$ cat config.mk
export PLATFORM = sky130hd
export DESIGN_NAME = serdes_tx_lane_drive_regs
export DESIGN_NICKNAME = d
export VERILOG_FILES = /design/src/hw/tx_drive_pkg.sv /design/src/hw/lane_drive_pick.sv /design/src/hw/serdes_tx_lane_drive_regs.sv
export SDC_FILE = /design/constraint.sdc
export NUM_CORES = 2
export LEC_CHECK = 0
export BUFFER_PORTS_ARGS = -buffer_cell sky130_fd_sc_hd__buf_4
export CAP_MARGIN = 30
export CORE_MARGIN = 2
export CORE_UTILIZATION = 35
export DETAILED_ROUTE_END_ITERATION = 8
export PLACE_DENSITY_LB_ADDON = 0.25
export SLEW_MARGIN = 10
export SYNTH_ARGS = -nofsm -noshare
export SYNTH_HDL_FRONTEND = slang
export SYNTH_HIERARCHICAL = 1
export SYNTH_SLANG_ARGS = --single-unit
export TNS_END_PERCENT = 50
$ cat constraint.sdc
create_clock -name clk -period 5.2 [get_ports clk]
set_input_delay 0.26 -clock clk [delete_from_list [all_inputs] [get_ports clk]]
set_output_delay 0.26 -clock clk [all_outputs]
set_load 0.01 [all_outputs]
$ cat src/hw/tx_drive_pkg.sv
package tx_drive_pkg;

    localparam int NUM_SERDES = 12;
    localparam int NUM_LANES  = 4;
    localparam int ADDR_W     = 8;
    localparam int DATA_W     = 32;
    localparam int STRB_W     = DATA_W / 8;

    // Register map: each SerDes owns two words of a slot
    localparam logic [ADDR_W-1:0] SLOT_STRIDE    = 8'h08;
    localparam logic [ADDR_W-1:0] DRIVE_OFFSET   = 8'h00;
    localparam logic [ADDR_W-1:0] CTRL_OFFSET    = 8'h04;
    localparam int                SLOT_LSB       = 3;
    localparam int                SLOT_MSB       = 6;
    localparam int                WORD_BIT       = 2;
    localparam int                OUT_OF_MAP_BIT = 7;

    // Drive register field positions
    localparam int AMP_G1_LSB       = 0;
    localparam int FINE_G1_LSB      = 5;
    localparam int AMP_G2_LO_LSB    = 8;
    localparam int FINE_G2_LO_LSB   = 13;
    localparam int AMP_G2_HI_LSB    = 16;
    localparam int DRIVE_FIELDS_W   = 21;

    // Control register field positions
    localparam int LANE_PICK_LSB    = 0;
    localparam int DEEMPH_SEL_BIT   = 4;
    localparam int LOW_SWING_BIT    = 5;
    localparam int CTRL_W           = 6;

    localparam logic [1:0] RESP_OKAY   = 2'h0;
    localparam logic [1:0] RESP_DECERR = 2'h3;

    // Stored per lane, packed in the same order as the register bits
    typedef struct packed {
        logic [4:0] amp_full_g2_high_deemph;
        logic [2:0] fine_deemph_g2_low_deemph;
        logic [4:0] amp_full_g2_low_deemph;
        logic [2:0] fine_deemph_full_g1;
        logic [4:0] amp_full_g1;
    } lane_fields_t;

    localparam lane_fields_t FIELDS_RST = '{
        amp_full_g2_high_deemph:   5'h13,
        fine_deemph_g2_low_deemph: 3'h4,
        amp_full_g2_low_deemph:    5'h17,
        fine_deemph_full_g1:       3'h4,
        amp_full_g1:               5'h11
    };

    // deemph_select: 1 picks -3.5dB, 0 picks -6.0dB
    typedef struct packed {
        logic       low_swing_enable;
        logic       deemph_select;
        logic [3:0] lane_pick;
    } serdes_ctrl_t;

    localparam serdes_ctrl_t CTRL_RST = '{
        low_swing_enable: 1'h0,
        deemph_select:    1'h1,
        lane_pick:        4'hf
    };

    // Setting handed to one lane transmitter
    typedef struct packed {
        logic [4:0] amp;
        logic [2:0] fine_deemph;
        logic       deemph_en;
    } lane_drive_t;

    localparam lane_drive_t DRIVE_RST = '{
        amp:         5'h11,
        fine_deemph: 3'h4,
        deemph_en:   1'h1
    };

endpackage

$ cat src/hw/lane_drive_pick.sv
`timescale 1ns/1ps
`default_nettype none

module lane_drive_pick
    import tx_drive_pkg::*;
(
    input  wire logic         clk,
    input  wire logic         rst_n,
    input  wire logic         ce,
    input  wire logic         gen2,
    input  wire logic         deemph_select,
    input  wire logic         low_swing_enable,
    input  wire lane_fields_t fields,
    output lane_drive_t       drive
);

    lane_drive_t drive_ff;
    lane_drive_t nxt_drive;

    always_comb begin
        nxt_drive = drive_ff;
        if (!gen2) begin
            nxt_drive.amp         = fields.amp_full_g1;
            nxt_drive.fine_deemph = fields.fine_deemph_full_g1;
        end else if (deemph_select) begin
            nxt_drive.amp         = fields.amp_full_g2_low_deemph;
            nxt_drive.fine_deemph = fields.fine_deemph_g2_low_deemph;
        end else begin
            nxt_drive.amp         = fields.amp_full_g2_high_deemph;
            nxt_drive.fine_deemph = 3'h0;
        end
        nxt_drive.deemph_en = 1'b1;
        // Low swing turns de-emphasis off, fine settings unused
        if (low_swing_enable) begin
            nxt_drive.fine_deemph = 3'h0;
            nxt_drive.deemph_en   = 1'b0;
        end
        if (!ce) begin
            nxt_drive = drive_ff;
        end
        if (!rst_n) begin
            nxt_drive = DRIVE_RST;
        end
    end

    always_ff @(posedge clk) begin
        drive_ff <= nxt_drive;
    end

    assign drive = drive_ff;

    property p_low_swing_no_deemph;
        @(posedge clk) disable iff (!rst_n)
        ($past(low_swing_enable) && $past(ce) && $past(rst_n)) |->
            (!drive_ff.deemph_en && drive_ff.fine_deemph == 3'h0);
    endproperty
    a_low_swing_no_deemph: assert property (p_low_swing_no_deemph)
        else $error("de-emphasis active in low swing");

    property p_full_swing_deemph_on;
        @(posedge clk) disable iff (!rst_n)
        (ce && !low_swing_enable) |=> drive_ff.deemph_en;
    endproperty
    a_full_swing_deemph_on: assert property (p_full_swing_deemph_on)
        else $error("de-emphasis off in full swing");

    property p_route_field;
        @(posedge clk) disable iff (!rst_n)
        (ce && !low_swing_enable && !gen2) |=>
            (drive_ff.amp == $past(fields.amp_full_g1)
             && drive_ff.fine_deemph == $past(fields.fine_deemph_full_g1));
    endproperty
    a_route_field: assert property (p_route_field)
        else $error("gen1 lane setting not routed");

    property p_route_g2_low;
        @(posedge clk) disable iff (!rst_n)
        (ce && gen2 && deemph_select) |=>
            drive_ff.amp == $past(fields.amp_full_g2_low_deemph);
    endproperty
    a_route_g2_low: assert property (p_route_g2_low)
        else $error("gen2 -3.5dB amplitude not routed");

endmodule

`default_nettype wire

$ cat src/hw/serdes_tx_lane_drive_regs.sv
// The address map and the AXI4-Lite interface to the registers were left to the implementer.
`timescale 1ns/1ps
`default_nettype none

// How it works
// There is one drive register per SerDes, twelve of them numbered 0 to 11.
// Bits 4:0 hold the gen1 full-swing amplitude, read-write, reset 0x11.
// Bits 7:5 hold the gen1 full-swing fine de-emphasis, read-write, reset 0x4.
// Bits 12:8 hold the gen2 full-swing amplitude for -3.5dB, read-write, reset 0x17.
// Bits 15:13 hold the gen2 fine de-emphasis for -3.5dB, read-write, reset 0x4.
// Bits 20:16 hold the gen2 full-swing amplitude for -6.0dB, read-write, reset 0x13.
// In low-swing mode both fine de-emphasis settings are ignored.
// A write updates only the lanes chosen by the 4-bit lane pick field.
// Each lane copy survives ordinary resets and clears only on the sticky reset.
// Software should set gen1 de-emphasis near -3.5dB; hardware does not enforce it.
// A port is in low swing when its low-swing enable bit is 1.
// Every lane stores its own fields and gets the one for its rate, select and swing.
module serdes_tx_lane_drive_regs
    import tx_drive_pkg::*;
(
    input  wire logic                    clk,
    input  wire logic                    rst_n,
    input  wire logic                    sticky_rst_n,
    input  wire logic                    ce,
    input  wire logic [NUM_SERDES-1:0]   link_gen2,
    input  wire logic                    s_axi_awvalid,
    output logic                         s_axi_awready,
    input  wire logic [ADDR_W-1:0]       s_axi_awaddr,
    input  wire logic [2:0]              s_axi_awprot,
    input  wire logic                    s_axi_wvalid,
    output logic                         s_axi_wready,
    input  wire logic [DATA_W-1:0]       s_axi_wdata,
    input  wire logic [STRB_W-1:0]       s_axi_wstrb,
    output logic                         s_axi_bvalid,
    input  wire logic                    s_axi_bready,
    output logic [1:0]                   s_axi_bresp,
    input  wire logic                    s_axi_arvalid,
    output logic                         s_axi_arready,
    input  wire logic [ADDR_W-1:0]       s_axi_araddr,
    input  wire logic [2:0]              s_axi_arprot,
    output logic                         s_axi_rvalid,
    input  wire logic                    s_axi_rready,
    output logic [DATA_W-1:0]            s_axi_rdata,
    output logic [1:0]                   s_axi_rresp,
    output lane_drive_t [NUM_SERDES*NUM_LANES-1:0] tx_drive
);

    typedef struct packed {
        lane_fields_t [NUM_SERDES-1:0][NUM_LANES-1:0] fields;
        serdes_ctrl_t [NUM_SERDES-1:0]                ctrl;
        logic                                         aw_held;
        logic [ADDR_W-1:0]                            awaddr;
        logic                                         w_held;
        logic [DATA_W-1:0]                            wdata;
        logic [STRB_W-1:0]                            wstrb;
        logic                                         bvalid;
        logic [1:0]                                   bresp;
        logic                                         rvalid;
        logic [DATA_W-1:0]                            rdata;
        logic [1:0]                                   rresp;
    } regs_t;

    regs_t st_ff;
    regs_t nxt_st;

    logic [DATA_W-1:0] bit_mask;

    // Slot decode: returns 1 when the address hits a register
    function automatic logic addr_hit(input logic [ADDR_W-1:0] a);
        logic hit;
        hit = 1'b0;
        if (a[OUT_OF_MAP_BIT]) begin
            hit = 1'b0;
        end else if (32'(a[SLOT_MSB:SLOT_LSB]) >= NUM_SERDES) begin
            hit = 1'b0;
        end else if (a[1:0] != 2'h0) begin
            hit = 1'b0;
        end else begin
            hit = 1'b1;
        end
        return hit;
    endfunction

    // Lowest picked lane is the one shown on reads
    function automatic logic [1:0] shown_lane(input logic [3:0] pick);
        logic [1:0] l;
        l = 2'h0;
        for (int i = NUM_LANES - 1; i >= 0; i--) begin
            if (pick[i]) begin
                l = 2'(i);
            end
        end
        return l;
    endfunction

    function automatic logic [DATA_W-1:0] read_word(input regs_t s,
                                                    input logic [ADDR_W-1:0] a);
        logic [DATA_W-1:0] d;
        logic [3:0]        slot;
        d    = '0;
        slot = a[SLOT_MSB:SLOT_LSB];
        if (a[WORD_BIT]) begin
            d[CTRL_W-1:0] = s.ctrl[slot];
        end else begin
            d[DRIVE_FIELDS_W-1:0] = s.fields[slot][shown_lane(s.ctrl[slot].lane_pick)];
        end
        return d;
    endfunction

    // Byte strobes widened to a bit mask
    generate
        for (genvar b = 0; b < STRB_W; b++) begin : g_mask
            assign bit_mask[b*8 +: 8] = {8{st_ff.wstrb[b]}};
        end
    endgenerate

    always_comb begin
        logic [3:0]         slot;
        logic [DATA_W-1:0]  old_word;
        logic [DATA_W-1:0]  new_word;
        slot     = st_ff.awaddr[SLOT_MSB:SLOT_LSB];
        old_word = '0;
        new_word = '0;
        nxt_st   = st_ff;

        if (st_ff.bvalid && s_axi_bready) begin
            nxt_st.bvalid = 1'b0;
        end
        if (s_axi_awvalid && s_axi_awready) begin
            nxt_st.aw_held = 1'b1;
            nxt_st.awaddr  = s_axi_awaddr;
        end
        if (s_axi_wvalid && s_axi_wready) begin
            nxt_st.w_held = 1'b1;
            nxt_st.wdata  = s_axi_wdata;
            nxt_st.wstrb  = s_axi_wstrb;
        end

        // Both halves of a write present: apply it and answer
        if (st_ff.aw_held && st_ff.w_held && !st_ff.bvalid) begin
            nxt_st.aw_held = 1'b0;
            nxt_st.w_held  = 1'b0;
            nxt_st.bvalid  = 1'b1;
            nxt_st.bresp   = RESP_DECERR;
            if (addr_hit(st_ff.awaddr)) begin
                nxt_st.bresp = RESP_OKAY;
                if (st_ff.awaddr[WORD_BIT]) begin
                    old_word[CTRL_W-1:0] = st_ff.ctrl[slot];
                    new_word = (old_word & ~bit_mask) | (st_ff.wdata & bit_mask);
                    nxt_st.ctrl[slot] = new_word[CTRL_W-1:0];
                end else begin
                    for (int l = 0; l < NUM_LANES; l++) begin
                        if (st_ff.ctrl[slot].lane_pick[l]) begin
                            old_word = '0;
                            old_word[DRIVE_FIELDS_W-1:0] = st_ff.fields[slot][l];
                            new_word = (old_word & ~bit_mask)
                                     | (st_ff.wdata & bit_mask);
                            // field layout follows the packing
                            nxt_st.fields[slot][l] = new_word[DRIVE_FIELDS_W-1:0];
                        end
                    end
                end
            end
        end

        if (st_ff.rvalid && s_axi_rready) begin
            nxt_st.rvalid = 1'b0;
        end
        if (s_axi_arvalid && s_axi_arready) begin
            nxt_st.rvalid = 1'b1;
            nxt_st.rdata  = '0;
            nxt_st.rresp  = RESP_DECERR;
            if (addr_hit(s_axi_araddr)) begin
                nxt_st.rdata = read_word(st_ff, s_axi_araddr);
                nxt_st.rresp = RESP_OKAY;
            end
        end

        if (!ce) begin
            nxt_st = st_ff;
        end
        // Ordinary reset leaves the lane settings alone
        if (!rst_n) begin
            nxt_st.fields  = st_ff.fields;
            nxt_st.ctrl    = {NUM_SERDES{CTRL_RST}};
            nxt_st.aw_held = 1'b0;
            nxt_st.awaddr  = '0;
            nxt_st.w_held  = 1'b0;
            nxt_st.wdata   = '0;
            nxt_st.wstrb   = '0;
            nxt_st.bvalid  = 1'b0;
            nxt_st.bresp   = RESP_OKAY;
            nxt_st.rvalid  = 1'b0;
            nxt_st.rdata   = '0;
            nxt_st.rresp   = RESP_OKAY;
        end
        if (!sticky_rst_n) begin
            nxt_st.fields = {(NUM_SERDES*NUM_LANES){FIELDS_RST}};
        end
    end

    always_ff @(posedge clk) begin
        st_ff <= nxt_st;
    end

    assign s_axi_awready = ce && rst_n && !st_ff.aw_held && !st_ff.bvalid;
    assign s_axi_wready  = ce && rst_n && !st_ff.w_held && !st_ff.bvalid;
    assign s_axi_arready = ce && rst_n && !st_ff.rvalid;
    assign s_axi_bvalid  = st_ff.bvalid;
    assign s_axi_bresp   = st_ff.bresp;
    assign s_axi_rvalid  = st_ff.rvalid;
    assign s_axi_rdata   = st_ff.rdata;
    assign s_axi_rresp   = st_ff.rresp;

    generate
        for (genvar s = 0; s < NUM_SERDES; s++) begin : g_serdes
            for (genvar l = 0; l < NUM_LANES; l++) begin : g_lane
                lane_drive_pick u_pick (
                    .clk              (clk),
                    .rst_n            (rst_n),
                    .ce               (ce),
                    .gen2             (link_gen2[s]),
                    .deemph_select    (st_ff.ctrl[s].deemph_select),
                    .low_swing_enable (st_ff.ctrl[s].low_swing_enable),
                    .fields           (st_ff.fields[s][l]),
                    .drive            (tx_drive[s*NUM_LANES+l])
                );
            end
        end
    endgenerate

    property p_unmapped_decerr;
        @(posedge clk) disable iff (!rst_n)
        (s_axi_arvalid && s_axi_arready && s_axi_araddr[SLOT_MSB:SLOT_LSB] == 4'hc
         && !s_axi_araddr[OUT_OF_MAP_BIT])
        |=> (s_axi_rvalid && s_axi_rresp == RESP_DECERR);
    endproperty
    a_unmapped_decerr: assert property (p_unmapped_decerr)
        else $error("slot 12 not refused");

    property p_amp_g1_rst;
        @(posedge clk) disable iff (!rst_n)
        !sticky_rst_n |=> st_ff.fields[0][0].amp_full_g1 == 5'h11;
    endproperty
    a_amp_g1_rst: assert property (p_amp_g1_rst)
        else $error("gen1 amplitude reset wrong");

    property p_fine_g1_rst;
        @(posedge clk) disable iff (!rst_n)
        !sticky_rst_n |=> st_ff.fields[11][3].fine_deemph_full_g1 == 3'h4;
    endproperty
    a_fine_g1_rst: assert property (p_fine_g1_rst)
        else $error("gen1 fine de-emphasis reset wrong");

    property p_amp_g2_lo_rst;
        @(posedge clk) disable iff (!rst_n)
        !sticky_rst_n |=> st_ff.fields[5][1].amp_full_g2_low_deemph == 5'h17;
    endproperty
    a_amp_g2_lo_rst: assert property (p_amp_g2_lo_rst)
        else $error("gen2 -3.5dB amplitude reset wrong");

    property p_fine_g2_lo_rst;
        @(posedge clk) disable iff (!rst_n)
        !sticky_rst_n |=> st_ff.fields[7][2].fine_deemph_g2_low_deemph == 3'h4;
    endproperty
    a_fine_g2_lo_rst: assert property (p_fine_g2_lo_rst)
        else $error("gen2 fine de-emphasis reset wrong");

    property p_amp_g2_hi_rst;
        @(posedge clk) disable iff (!rst_n)
        !sticky_rst_n |=> st_ff.fields[3][0].amp_full_g2_high_deemph == 5'h13;
    endproperty
    a_amp_g2_hi_rst: assert property (p_amp_g2_hi_rst)
        else $error("gen2 -6.0dB amplitude reset wrong");

    property p_unpicked_lane_kept;
        @(posedge clk) disable iff (!rst_n)
        (ce && sticky_rst_n && st_ff.aw_held && st_ff.w_held && !st_ff.bvalid
         && st_ff.awaddr == SLOT_STRIDE && !st_ff.ctrl[1].lane_pick[0])
        |=> $stable(st_ff.fields[1][0]);
    endproperty
    a_unpicked_lane_kept: assert property (p_unpicked_lane_kept)
        else $error("lane outside pick was written");

    property p_sticky_kept;
        @(posedge clk)
        disable iff (!sticky_rst_n)
        (!rst_n) |=> $stable(st_ff.fields);
    endproperty
    a_sticky_kept: assert property (p_sticky_kept)
        else $error("lane settings lost on ordinary reset");

    property p_write_answer;
        @(posedge clk) disable iff (!rst_n)
        (ce && st_ff.aw_held && st_ff.w_held && !st_ff.bvalid)
        |=> s_axi_bvalid;
    endproperty
    a_write_answer: assert property (p_write_answer)
        else $error("write not answered next cycle");

endmodule

`default_nettype wire

==> flow_summary.json <==
{
  "ys_async_sr_fraction_pct": 0,
  "viasPerCell": 6.16,
  "grt-ovfl-total": 0,
  "synth_top_area_share_pct": 39.1,
  "path_clk_slew_ns": 0.07,
  "crit_type": "reg -> reg",
  "cts_tree": "built",
  "clock.fmax_mhz": 264,
  "synth_area_leaders": "dfxtp_1, mux4_2, nand2_1, o211ai_1, mux2i_1",
  "worstPathCellList": "a2111oi_2 > inv_2 > nor4_2 > buf_4 > nand2_1 > nor2_1 > buf_4 > and2_1 > nand2_1 > a21boi_0",
  "yosysMostFrequentCell": "nand2_1",
  "clock-root-buffer": "clkbuf_16",
  "syn_inst": 8540,
  "synth_area_mm2": 0.0805,
  "first_global_vias": 67643,
  "cts_hold_buf": 61,
  "design_area_mm2": 0.0932,
  "ioPinCount": 552,
  "critPathArrivalTime_ns": 4.59,
  "seq_area_frac_synth_pct": 39.1,
  "ys_types": 46,
  "cts-resized-gates": 0,
  "antenna_found_initial": 60,
  "finalHoldViolCount": 0,
  "dieArea_mm2": 0.234,
  "drv_cap": 0,
  "cts.sinks": 1571,
  "slowest_stage": "nor2_1",
  "min_period_ns": 3.79,
  "cts-buffers-inserted": 185,
  "finalSetupViolCount": 0,
  "drt-pass1-iter-count": 8,
  "path_buf_inv": 3,
  "synth_edf_count": 0,
  "ctsHtreeMaxLevel": 4,
  "cp-end-kind": "flip-flop",
  "first_iter_violations": 10220,
  "worst_pin_slew_ns": 1.15,
  "ys.warnings.count": 6,
  "cpPeakStageDelay_ns": 0.84,
  "synth_area_leader_cell": "dfxtp_1",
  "status": "finished, final reports clean",
  "cts_max_path_buffers": 3,
  "hpwl_um": 264000,
  "port_buffers": 522,
  "powerDensity_mw_per_mm2": 308,
  "slew_headroom_pct": 23.6,
  "rsz0062_at_grt": "false",
  "crit_family": "simple AND/OR/NAND/NOR gates",
  "worst-path-max-fanout": 18,
  "synthFlopType": "dfxtp_1",
  "via_count": 73532,
  "maxSlewViolCount": 0,
  "cts_setup_buffers": 0,
  "grt_first_pass_wirelength_um": 531000,
  "initial_core_util_pct": 35.1,
  "worstSkewPairLatency_ns": 0.88,
  "fp.dieW_um": 484,
  "syn_area_per_cell_um2": 9.43,
  "ir_drop_mv": 0.290,
  "start_kind": "flip-flop",
  "n_fill_cell": 22362,
  "die_h_um": 484,
  "skew_ns": 0.0668,
  "syn_to_final_growth_pct": 15.8,
  "p_leak_nw": 37.3,
  "routedWlPerCell_um": 32.2,
  "worstPathRequired_ns": 6.00,
  "rows": 176,
  "coreArea_mm2": 0.229,
  "grt_max_degree": 224,
  "tns_ns": 0,
  "gp_congestion": 0.984,
  "finalHoldWorstSlack_ns": 0.134,
  "yosys-top-cells-count": "nand2_1, dfxtp_1, o211ai_1, mux4_2, a21boi_0",
  "drive_gt1_share_pct": 19.5,
  "grt_use_total_pct": 31.6,
  "drt_wl_total_um": 385000,
  "finalCritPeriodShare_pct": 72.9,
  "ys_seq_elements": 1571,
  "hp-class": "in -> reg",
  "ant_nets": 0,
  "drc": 0,
  "final_nets": 8793,
  "postPlaceCellArea_mm2": 0.0858
}
cell type report:
class	instances	area, um2	area share [%]
Multi-Input combinational cell	6058	44500	47.7
Sequential cell	1571	31500	33.8
Timing Repair Buffer	798	6500	6.97
Clock buffer	260	5390	5.79
Tap cell	3026	3790	4.06
Clock inverter	86	1110	1.19
Inverter	100	375	0.403
Antenna cell	41	103	0.110
cell families after synthesis:
group | count (synthesis) | synth area share [%]
DFF | 1571 | 39.1
other | 1 | 0.00466
buffers and inverters | 921 | 5.81
AOI/OAI and AO/OA | 2496 | 20.7
and+or+nand+nor | 2561 | 13.7
muxes | 990 | 20.7
state kept, by name, indices dropped and copies added (netlist names):
| signal | cells |
|---|---|
| s_axi_bvalid | 1 |
| s_axi_bresp | 1 |
| bit_mask | 3 |
| st_ff | 1111 |
| s_axi_rdata | 21 |
| g_serdes.g_lane.u_pick/drive | 432 |
| s_axi_rresp | 1 |
| s_axi_rvalid | 1 |
placed cells by master (no fill, tap or decap), types with 9 or more instances in the layout:
cell type / count
inv_1: 98
dfxtp_4: 9
clkbuf_1: 29
and2b_1: 48
a31oi_1: 145
conb_1: 11
nand2b_1: 24
a21oi_1: 362
buf_4: 698
nand2_1: 1974
o22ai_1: 22
mux2i_1: 448
nor3_1: 14
dlygate4sd3_1: 61
mux4_2: 540
a211oi_1: 98
diode_2: 41
clkbuf_16: 187
nor2b_1: 146
and2b_2: 96
o311ai_0: 48
a21boi_0: 480
clkinv_2: 45
bufinv_16: 17
a22o_1: 10
o21a_1: 145
dfxtp_2: 11
clkbuf_8: 44
o211ai_1: 618
nor2_1: 132
a211o_1: 97
buf_8: 11
buf_12: 19
nand3_1: 17
o21ai_0: 420
o21ai_1: 39
and2_1: 91
dfxtp_1: 1551
power by group:
| group | internal, W | total [W] | leakage [nW] | switching, W |
|---|---|---|---|---|
| sequential | 0.0122 | 0.0123 | 12.8 | 0.000140 |
| combinational | 0.000780 | 0.00241 | 21.3 | 0.00163 |
| clock | 0.00814 | 0.0140 | 3.22 | 0.00587 |
worst paths after layout:
check                    start                                     to  slack [ns]  cells after the start
setup / recovery     st_ff[81]                             st_ff[666]        1.41                     10
hold / removal    link_gen2[5]  g_serdes[5].g_lane[3].u_pick/drive[2]        0.13                      3
setup reg to reg     st_ff[81]                             st_ff[666]        1.41                     10
hold reg to reg      st_ff[46]                              st_ff[46]        0.45                      2
worst register-to-register path: stages, from the launching register on:
cell,delay [ns]
dfxtp_4,0.47
a2111oi_2,0.58
inv_2,0.06
nor4_2,0.25
buf_4,0.24
nand2_1,0.14
nor2_1,0.84
buf_4,0.31
and2_1,0.55
nand2_1,0.11
a21boi_0,0.20
per-stage QoR:
stage          total power, W  util [%]  setup WS (ns)  cells
6_report               0.0288      40.7           1.41  11940
5_1_grt                0.0294      40.6           1.36  11903
3_3_place_gp           0.0149      37.4           1.38  11469
2_1_floorplan          0.0138         -           2.63   8550
4_1_cts                0.0288      40.5           1.58  11886
3_5_place_dp           0.0149      37.4           1.42  11479
per-layer routing:
metal / track usage, % / part of all wire (%) / vias to the layer above / wire length, um
met5: 0 / 0.051 / - / 197
met4: 22.1 / 7.8 / 28 / 30000
met3: 9.47 / 12 / 1011 / 45300
met2: 46.0 / 43 / 5004 / 164000
met1: 40.0 / 38 / 36175 / 146000
li1: - / - / 31314 / -
(Power assumes the default switching activity.)
